==> config.mk <==
export PLATFORM = sky130hd
export DESIGN_NAME = cps_core_state
export DESIGN_NICKNAME = d
export VERILOG_FILES = /design/src/verilog/cps_pkg.sv /design/src/verilog/cps_stack.sv /design/src/verilog/cps_flags.sv /design/src/verilog/cps_core_state.sv
export VERILOG_INCLUDE_DIRS = /design/src /design/src/verilog
export SDC_FILE = /design/constraint.sdc
export NUM_CORES = 1
export LEC_CHECK = 0
export BUFFER_PORTS_ARGS = -buffer_cell sky130_fd_sc_hd__buf_4
export CORE_AREA = 5 5 119 121
export DETAILED_ROUTE_END_ITERATION = 10
export DIE_AREA = 0 0 124 126
export PLACE_DENSITY = 0.88
export SLEW_MARGIN = 20
export SYNTH_ARGS = -nofsm -noshare
export SYNTH_HDL_FRONTEND = slang
export SYNTH_SLANG_ARGS = --single-unit
==> constraint.sdc <==
create_clock -name clock_i -period 7.1 [get_ports clock_i]
set_input_delay 0.355 -clock clock_i [delete_from_list [all_inputs] [get_ports clock_i]]
set_output_delay 0.355 -clock clock_i [all_outputs]
set_load 0.05 [all_outputs]
==> src/verilog/cps_regs.svh <==
`ifndef CPS_REGS_SVH
`define CPS_REGS_SVH
// ==========================================================
// data-space addresses of the core registers
`define CPS_ADDR_PTR_ONE 8'h80
`define CPS_ADDR_PTR_TWO 8'h81
`define CPS_ADDR_SLOT_FIRST 8'h82
`define CPS_ADDR_SLOT_SECOND 8'h83
`define CPS_ADDR_SUM 8'hff
// ==========================================================
// widths, depths, cycle counts and vectors
`define CPS_IP_W 12
`define CPS_STACK_DEPTH 6
`define CPS_SHORT_CYCLES 4
`define CPS_RESET_VECTOR 12'hffe
`define CPS_NMI_VECTOR 12'hffc
`endif

==> src/verilog/cps_pkg.sv <==
`default_nettype none
package cps_pkg;
    // ======================================================
    // types shared by the core state files
    typedef enum logic [2:0] {
        CPS_CTX_NORMAL = 3'b001,
        CPS_CTX_INT = 3'b010,
        CPS_CTX_NMI = 3'b100
    } cps_ctx_t;
    typedef enum logic [7:0] {
        CPS_IP_HOLD = 8'h01,
        CPS_IP_INC = 8'h02,
        CPS_IP_REL = 8'h04,
        CPS_IP_JUMP = 8'h08,
        CPS_IP_CALL = 8'h10,
        CPS_IP_INTR = 8'h20,
        CPS_IP_NMI = 8'h40,
        CPS_IP_RET = 8'h80
    } cps_ip_op_t;
    // request from the sequencer for program-flow updates
    typedef struct packed {
        cps_ip_op_t op;
        logic is_return_from_interrupt;
        logic [11:0] target;
        logic [7:0] offset;
    } cps_flow_t;
    // flag update from the alu
    typedef struct packed {
        logic carry_we;
        logic carry_val;
        logic zero_we;
        logic zero_val;
    } cps_flag_upd_t;
    // data-space access from the sequencer
    typedef struct packed {
        logic wr;
        logic [7:0] addr;
        logic [7:0] wdata;
    } cps_data_req_t;
endpackage : cps_pkg
`default_nettype wire

==> src/verilog/cps_stack.sv <==
`include "cps_regs.svh"
`default_nettype none
module cps_stack #(
    parameter int DEPTH = `CPS_STACK_DEPTH,
    parameter int W = `CPS_IP_W
) (
    input wire logic clock_i,
    input wire logic rst_b_i,
    input wire logic push_i,
    input wire logic pop_i,
    input wire logic [W-1:0] push_val_i,
    output logic [W-1:0] top_o,
    output logic empty_o
);
    import cps_pkg::*;
    // ======================================================
    // shift-register stack, no pointer visible to software
    logic [W-1:0] level [DEPTH]; // contents undefined at reset
    logic [W-1:0] next_level [DEPTH];
    logic [$clog2(DEPTH+1)-1:0] fill; // used only for empty flag
    logic [$clog2(DEPTH+1)-1:0] next_fill;

    // next values: push shifts down, pop shifts up
    always_comb begin
        next_fill = fill;
        for (int i = 0; i < DEPTH; i++) begin
            next_level[i] = level[i];
        end
        if (push_i) begin
            next_level[0] = push_val_i; // see RL18
            for (int i = 1; i < DEPTH; i++) begin
                next_level[i] = level[i-1]; // sixth lost, see RL20
            end
            if (fill != DEPTH[$bits(fill)-1:0]) begin
                next_fill = fill + 1'b1;
            end
        end else if (pop_i && fill != '0) begin
            for (int i = 0; i < DEPTH-1; i++) begin
                next_level[i] = level[i+1]; // see RL19
            end
            next_fill = fill - 1'b1;
        end
    end

    // storage needs no reset, only the occupancy count does
    always_ff @(posedge clock_i) begin
        for (int i = 0; i < DEPTH; i++) begin
            level[i] <= next_level[i]; // see RL17
        end
    end
    always_ff @(posedge clock_i or negedge rst_b_i) begin
        if (!rst_b_i) begin
            fill <= '0;
        end else begin
            fill <= next_fill;
        end
    end
    assign top_o = level[0];
    assign empty_o = (fill == '0);

    // pushing makes stack non-empty next cycle
    a_push_not_empty: assert property (@(posedge clock_i)
        disable iff (!rst_b_i) push_i |=> !empty_o) // see RL18
        else $error("stack empty after push");
endmodule : cps_stack
`default_nettype wire

==> src/verilog/cps_flags.sv <==
`default_nettype none
module cps_flags (
    input wire logic clock_i,
    input wire logic rst_b_i,
    input wire logic [2:0] ctx_i,
    input wire cps_pkg::cps_flag_upd_t upd_i,
    output logic carry_o,
    output logic zero_o
);
    import cps_pkg::*;
    // ======================================================
    // three banked carry/zero pairs, one per context
    logic [2:0] carry_bank; // normal, interrupt, nonmask
    logic [2:0] zero_bank;
    logic [2:0] next_carry_bank;
    logic [2:0] next_zero_bank;

    // only the active bank is touched; others keep values
    always_comb begin
        next_carry_bank = carry_bank;
        next_zero_bank = zero_bank;
        for (int i = 0; i < 3; i++) begin
            if (ctx_i[i] && upd_i.carry_we) begin
                next_carry_bank[i] = upd_i.carry_val; // see RL14
            end
            if (ctx_i[i] && upd_i.zero_we) begin
                next_zero_bank[i] = upd_i.zero_val; // see RL16
            end
        end
    end
    // flags undefined at reset, so no reset branch
    always_ff @(posedge clock_i) begin
        carry_bank <= next_carry_bank; // see RL11
        zero_bank <= next_zero_bank; // see RL12
    end
    assign carry_o = |(carry_bank & ctx_i);
    assign zero_o = |(zero_bank & ctx_i);

    // interrupt and nonmask carry bits hold while the context is normal
    a_bank_isolated: assert property (@(posedge clock_i)
        disable iff (!rst_b_i)
        ((ctx_i == 3'b001) |=> $stable(carry_bank[2:1]))) // see RL12
        else $error("inactive flag bank changed");
endmodule : cps_flags
`default_nettype wire

==> src/verilog/cps_core_state.sv <==
// Behaviour
// RL1: sum register at data address ff
// RL2: pointer registers at 80 and 81
// RL3: short slots at 82 and 83
// RL4: short-direct access takes four cycles
// RL5: twelve-bit instruction pointer, 4096 bytes
// RL6: pointer increments after each fetch
// RL7: relative branch adds signed offset
// RL8: loads for jump, call, vectors, returns
// RL9: three independent carry/zero pairs
// RL10: interrupt entry switches pair, return restores
// RL11: context switch never clears flags
// RL12: only active pair readable or writable
// RL13: reset starts in nonmask context
// RL14: carry follows arithmetic carry or borrow
// RL15: bit test and rotate use carry
// RL16: zero set on zero result
// RL17: six twelve-bit stack levels, no pointer
// RL18: call pushes pointer, shifts levels down
// RL19: return pops level one into pointer
// RL20: overflow silently drops oldest address
// RL21: empty return keeps stack, continues
// RL22: software saves data registers itself
// RL23: only context selection defined after reset; code also resets ip_o, stack fill, short timer, rdata_o and hit_o
`include "cps_regs.svh"
`default_nettype none
module cps_core_state #(
    parameter int IP_W = `CPS_IP_W,
    parameter int DEPTH = `CPS_STACK_DEPTH
) (
    input wire logic clock_i,
    input wire logic rst_b_i,
    input wire cps_pkg::cps_flow_t flow_i,
    input wire cps_pkg::cps_flag_upd_t flag_i,
    input wire cps_pkg::cps_data_req_t data_i,
    input wire logic [11:0] int_vector_i,
    input wire logic short_req_i,
    output logic [IP_W-1:0] ip_o,
    output logic carry_o,
    output logic zero_o,
    output logic [7:0] rdata_o,
    output logic hit_o,
    output logic short_done_o,
    output logic [2:0] ctx_o
);
    import cps_pkg::*;

    // ======================================================
    // data-space mapped core registers
    logic [7:0] sum_register; // undefined at reset
    logic [7:0] pointer_reg_one;
    logic [7:0] pointer_reg_two;
    logic [7:0] short_slot_first;
    logic [7:0] short_slot_second;
    logic [7:0] next_sum, next_p1, next_p2, next_s1, next_s2;
    logic [7:0] next_rdata;
    logic next_hit;

    // write decode plus registered read mux
    always_comb begin
        next_sum = sum_register;
        next_p1 = pointer_reg_one;
        next_p2 = pointer_reg_two;
        next_s1 = short_slot_first;
        next_s2 = short_slot_second;
        next_rdata = 8'h00;
        next_hit = 1'b1;
        case (data_i.addr)
            `CPS_ADDR_SUM: begin
                next_rdata = sum_register; // see RL1
                if (data_i.wr) next_sum = data_i.wdata;
            end
            `CPS_ADDR_PTR_ONE: begin
                next_rdata = pointer_reg_one; // see RL2
                if (data_i.wr) next_p1 = data_i.wdata;
            end
            `CPS_ADDR_PTR_TWO: begin
                next_rdata = pointer_reg_two;
                if (data_i.wr) next_p2 = data_i.wdata;
            end
            `CPS_ADDR_SLOT_FIRST: begin
                next_rdata = short_slot_first; // see RL3
                if (data_i.wr) next_s1 = data_i.wdata;
            end
            `CPS_ADDR_SLOT_SECOND: begin
                next_rdata = short_slot_second;
                if (data_i.wr) next_s2 = data_i.wdata;
            end
            // other addresses belong to ram or peripherals
            default: next_hit = 1'b0;
        endcase
    end

    // contents need no reset; software must initialise
    always_ff @(posedge clock_i) begin
        sum_register <= next_sum; // see RL23
        pointer_reg_one <= next_p1;
        pointer_reg_two <= next_p2;
        short_slot_first <= next_s1;
        short_slot_second <= next_s2;
    end
    always_ff @(posedge clock_i or negedge rst_b_i) begin
        if (!rst_b_i) begin
            rdata_o <= 8'h00;
            hit_o <= 1'b0;
        end else begin
            rdata_o <= next_rdata;
            hit_o <= next_hit;
        end
    end

    // ======================================================
    // short-direct access timer: one-byte op, four cycles
    logic [1:0] short_cnt;
    logic short_busy;
    logic [1:0] next_short_cnt;
    logic next_short_busy, next_short_done;

    // counts four cycles from request to done pulse
    always_comb begin
        next_short_cnt = short_cnt;
        next_short_busy = short_busy;
        next_short_done = 1'b0;
        if (short_busy) begin
            if (short_cnt == 2'(`CPS_SHORT_CYCLES - 1)) begin
                next_short_busy = 1'b0; // see RL4
                next_short_done = 1'b1;
                next_short_cnt = 2'h0;
            end else begin
                next_short_cnt = short_cnt + 2'h1;
            end
        end else if (short_req_i) begin
            next_short_busy = 1'b1;
            next_short_cnt = 2'h1;
        end
    end
    always_ff @(posedge clock_i or negedge rst_b_i) begin
        if (!rst_b_i) begin
            short_cnt <= 2'h0;
            short_busy <= 1'b0;
            short_done_o <= 1'b0;
        end else begin
            short_cnt <= next_short_cnt;
            short_busy <= next_short_busy;
            short_done_o <= next_short_done;
        end
    end

    // ======================================================
    // context selection with a two-level return history
    cps_ctx_t ctx, next_ctx;
    cps_ctx_t prev_ctx, next_prev_ctx; // context to return to
    cps_ctx_t prev2_ctx, next_prev2_ctx; // under nmi over int

    // entry saves current context; return_from_interrupt restores it
    always_comb begin
        next_ctx = ctx;
        next_prev_ctx = prev_ctx;
        next_prev2_ctx = prev2_ctx;
        case (flow_i.op)
            CPS_IP_INTR: begin
                next_prev2_ctx = prev_ctx;
                next_prev_ctx = ctx;
                next_ctx = CPS_CTX_INT; // see RL10
            end
            CPS_IP_NMI: begin
                next_prev2_ctx = prev_ctx;
                next_prev_ctx = ctx;
                next_ctx = CPS_CTX_NMI;
            end
            CPS_IP_RET: begin
                if (flow_i.is_return_from_interrupt) begin
                    next_ctx = prev_ctx; // see RL10
                    next_prev_ctx = prev2_ctx;
                    next_prev2_ctx = CPS_CTX_NORMAL;
                end
            end
            default: ;
        endcase
    end
    // reset enters nonmask context, returning to normal
    always_ff @(posedge clock_i or negedge rst_b_i) begin
        if (!rst_b_i) begin
            ctx <= CPS_CTX_NMI; // see RL13
            prev_ctx <= CPS_CTX_NORMAL;
            prev2_ctx <= CPS_CTX_NORMAL;
            ctx_o <= 3'b100;
        end else begin
            ctx <= next_ctx;
            prev_ctx <= next_prev_ctx;
            prev2_ctx <= next_prev2_ctx;
            ctx_o <= next_ctx;
        end
    end

    // ======================================================
    // banked flags; alu drives bit test and rotate values
    logic carry_q, zero_q;
    cps_flags u_flags (
        .clock_i(clock_i),
        .rst_b_i(rst_b_i),
        .ctx_i(ctx), // see RL9
        .upd_i(flag_i), // see RL15
        .carry_o(carry_q),
        .zero_o(zero_q)
    );
    assign carry_o = carry_q;
    assign zero_o = zero_q;

    // ======================================================
    // return stack and instruction pointer
    logic push, pop, st_empty;
    logic [IP_W-1:0] st_top;
    logic [IP_W-1:0] next_ip;

    assign push = (flow_i.op == CPS_IP_CALL) ||
        (flow_i.op == CPS_IP_INTR) || (flow_i.op == CPS_IP_NMI);
    assign pop = (flow_i.op == CPS_IP_RET);

    cps_stack #(.DEPTH(DEPTH), .W(IP_W)) u_stack (
        .clock_i(clock_i),
        .rst_b_i(rst_b_i),
        .push_i(push), // see RL18
        .pop_i(pop), // see RL19
        .push_val_i(ip_o),
        .top_o(st_top),
        .empty_o(st_empty)
    );

    // pointer update sources by flow request
    always_comb begin
        next_ip = ip_o;
        case (flow_i.op)
            CPS_IP_HOLD: next_ip = ip_o;
            CPS_IP_INC: next_ip = ip_o + 12'h001; // see RL6
            CPS_IP_REL: next_ip = ip_o +
                {{4{flow_i.offset[7]}}, flow_i.offset}; // see RL7
            CPS_IP_JUMP: next_ip = flow_i.target; // see RL8
            CPS_IP_CALL: next_ip = flow_i.target;
            CPS_IP_INTR: next_ip = int_vector_i;
            CPS_IP_NMI: next_ip = `CPS_NMI_VECTOR;
            // empty stack: fall through to next, see RL21
            CPS_IP_RET: next_ip = st_empty ? ip_o + 12'h001 : st_top;
            default: next_ip = ip_o;
        endcase
    end
    // reset loads reset vector, 12-bit wraps at 4096
    always_ff @(posedge clock_i or negedge rst_b_i) begin
        if (!rst_b_i) begin
            ip_o <= `CPS_RESET_VECTOR; // see RL5
        end else begin
            ip_o <= next_ip;
        end
    end

    // ======================================================
    // checks
    a_ip_increment: assert property (@(posedge clock_i)
        disable iff (!rst_b_i)
        flow_i.op == CPS_IP_INC |=> ip_o == $past(ip_o) + 12'h001)
        else $error("pointer did not increment"); // see RL6
    a_return_from_interrupt_ctx_back: assert property (@(posedge clock_i)
        disable iff (!rst_b_i)
        (flow_i.op == CPS_IP_INTR) ##1 (flow_i.op == CPS_IP_RET &&
        flow_i.is_return_from_interrupt) |=> ctx_o == $past(ctx_o, 2))
        else $error("context not restored"); // see RL10
    a_call_ret_pair: assert property (@(posedge clock_i)
        disable iff (!rst_b_i)
        (flow_i.op == CPS_IP_CALL) ##1 (flow_i.op == CPS_IP_RET)
        |=> ip_o == $past(ip_o, 2))
        else $error("return address wrong"); // see RL19
    a_short_four: assert property (@(posedge clock_i)
        disable iff (!rst_b_i)
        (short_req_i && !short_busy) |=> !short_done_o [*3] ##1
        short_done_o) else $error("short access not four"); // see RL4
endmodule : cps_core_state
`default_nettype wire

==> run metrics <==
via count 5,121; wire per inst a little over 20 um; # clock sinks 155; global route overflow 0; Slew @ Worst Pin 905 ps; Antenna Cells 0; final hold vios 0; RePlAce Congestion between 0.8 and 0.9; Max VDD drop ~190 uV; Worst setup SP type input pin; Worst path depth 6; Critical Path Sink Type flop; largest net degree at the start of global routing 62; Slew Limit Fails 0; buffer depth of the longest clock path 2; CTS tree built; Primary FF master, synth edfxtp_1; die width roughly 120 um; post-route ant nets 0; DP Wirelength ~12 mm; combinational power share about 19%; die area ~0.016 sq mm; syn_area_per_cell ~14 sq um; Final Setup Violations 0; CP max stage cell buf_4; first-pass GRT wire length 26.5 mm; Clk pwr share roughly 36%; net count after synthesis 625; internal power around 1800 uW; die height 126 um; Switch Pwr about 760 uW; EDFF count, synth 118; Area growth, synth to finish 18.2%; IO buf count 91; Worst Setup EP u_stack.level[0][11]; TNS Setup 0 ps; Switching Share a little under a third; part of the power in registers between 40% and 50%; GRT Total Usage approximately 22%; H-tree levels 4; worst-path cell chain buf_4 > nor2b_1 > o211ai_2 > nand2_4 > buf_4 > mux2_2; RSZ-0062 raised after global routing false; worst r2r src ip_o[2]; fraction of registers with async set/reset 23.9%; status finished, final reports clean; initial DRC count roughly 500; Critical Path Max Stage Delay between 700 and 800 ps; core footprint about 0.013 sq mm; Crit Path Category input pin to flop; CP most frequent cell buf_4; Seq/Total Area, Yosys around 59%; Yosys warnings 0; fin crit share around 39%; Arr. time, crit path ~3000 ps; worst setup path startpoint flow_i[27]; first drt pass iteration count 6; Synth area leaders edfxtp_1 (47%), mux2_4 (9.9%), dfrtp_1 (7.6%); Pleak around 0.0035 uW; # rows 42; Worst-path clk slew 60 ps; Min-Delay Path Depth 1; Yosys top cell area share 46.5%; Worst Hold Class input pin to flop; share of layout cells above drive strength 1 around a third; Data required, critical path about 7300 ps; Syn Inst Count 545; skew final just over 7 ps; Yosys reg bits around 160; CTS root buffer clkbuf_16; Post-Syn Area around 0.0076 sq mm; CP Max Fanout 57; io pins between 90 and 100; TritonCTS buffer count 17; Slew headroom between 30% and 40%; Final nets between 700 and 800; # fillers just under 900; Routed WL between 15 and 20 mm; max-cap violations 0; top cell type by total area after synthesis edfxtp_1; # DRC 0; R2R depth 7; final total power between 2000 and 3000 uW; P per Cell Area around 280 mW/mm^2; commonest non-fill, non-tap cell in the layout edfxtp_1; most frequent cells in the layout edfxtp_1 (118), buf_4 (93), mux2_4 (50); initial core utilization about three fifths; initial antenna violation count 0; Worst-Skew Late Latency between 400 and 500 ps; R2R setup slack 4580 ps; Top delay family on crit path buffers and inverters; Unique masters post-synth 71; Achievable Freq approximately 0.37 GHz; FF-to-FF End ip_o[9]; CP Buf/Inv Count 2; vias in the first global route 5,207; via/cell ratio 6.18; Final Critical Period approximately 2700 ps
[registers in the layout (all words and copies together) (netlist names)]
| name | flops |
|---|---|
| u_stack.level | 72 |
| ip_o | 12 |
| pointer_reg_one | 8 |
| pointer_reg_two | 8 |
| rdata_o | 8 |
| short_slot_first | 8 |
| short_slot_second | 8 |
| sum_register | 8 |
| ctx | 3 |
| prev2_ctx | 3 |
| prev_ctx | 3 |
| u_flags.carry_bank | 3 |
| u_flags.zero_bank | 3 |
| u_stack.fill | 3 |
| short_cnt | 2 |
| hit_o | 1 |
| short_busy | 1 |
| short_done_o | 1 |
[synthesized netlist by cell type, drive strengths merged, types with 3 or more instances]
library cell  instances
ha                   13
dfrtp                23
nand4                 6
mux2i                 3
nor2                 25
and3                  5
a222oi               14
a21o                  4
a31oi                 3
edfxtp              118
buf                  16
mux2                 61
nor3                 14
nor3b                 3
and2                 14
a211oi                6
nor4                  4
clkbuf                3
a221oi                3
inv                  11
xnor2                12
o22ai                 7
o21ai                12
xor2                 12
o211ai                6
nand2                39
nand3                18
o221ai                3
a22oi                13
a21oi                23
dfstp                14
a22o                  5
[routing by layer]
metal	GRT usage, %	wire (um)	share of wire (%)
met5	0	0	0
met4	7.02	342	2.0
met3	5.83	1210	7.1
met2	37.2	8530	50
met1	28.0	6880	41
[cells by family after synthesis]
family | Yosys count | share of synthesized area, %
xor gates and xnor gates | 24 | 2.76
AOI/OAI and AO/OA | 117 | 11.4
adders and majority gates | 15 | 2.66
DFF | 155 | 58.9
buffers and inverters | 30 | 2.33
muxes | 64 | 11.9
and+or+nand+nor | 140 | 10.1
[worst register-to-register path, cell delays in order, from the launching register on]
cell and delay [ps]:
dfstp_2 690, ha_1 350, a21oi_1 150, nand2_1 120, a41oi_1 470, mux2_2 390, nor2_1 100, o32a_1 190
[layout make-up]
cell class | count | area, sq um | share of cell area [%]
clock buffer | 17 | 425 | 4.72
multi-input combinational | 360 | 2960 | 32.9
clock inverter | 15 | 161 | 1.79
tap | 176 | 220 | 2.45
sequential | 155 | 4490 | 49.8
inverter | 11 | 41.3 | 0.459
timing repair buffer | 94 | 708 | 7.86
[power by group through the flow]
stage          combinational, uW  sequential [uW]  clock, uW
6_report                     487             1140        895
3_5_place_dp                 480             1150          0
3_3_place_gp                 463             1150          0
2_1_floorplan                249             1210          0
5_1_grt                      527             1140        952
4_1_cts                      485             1140        909
[per-stage QoR]
stage	utilization, %	hold WS, ps	cell area, sq um	setup slack (ps)	cells
after floorplan	-	59.4	7620	4080	545
after global placement	64.8	352	8410	4080	795
after detailed placement	64.8	367	8410	3970	795
after CTS	69.4	110	9000	4400	828
after global routing	69.4	106	9000	4190	828
final	69.4	125	9000	4360	828
[worst min path at each step]
stage,startpoint,endpoint,slack [ps]
floorplan,rst_b_i,ctx[0],60
global placement,rst_b_i,ip_o[0],350
detailed placement,rst_b_i,ip_o[0],370
CTS,flag_i[0],u_flags.zero_bank[2],110
global route,flag_i[2],u_flags.carry_bank[0],110
finish,flag_i[0],u_flags.zero_bank[2],120
[timing repair]
action / 4_1_cts / 5_1_grt
gates resized for setup: 0 / 0
endpoints found under the setup margin: 0 / 0
setup buffers: 0 / 0
endpoints found under the hold margin: 23 / 0
hold buffers: 1 / 0
No activity file was read; power rests on OpenSTA's default activity.
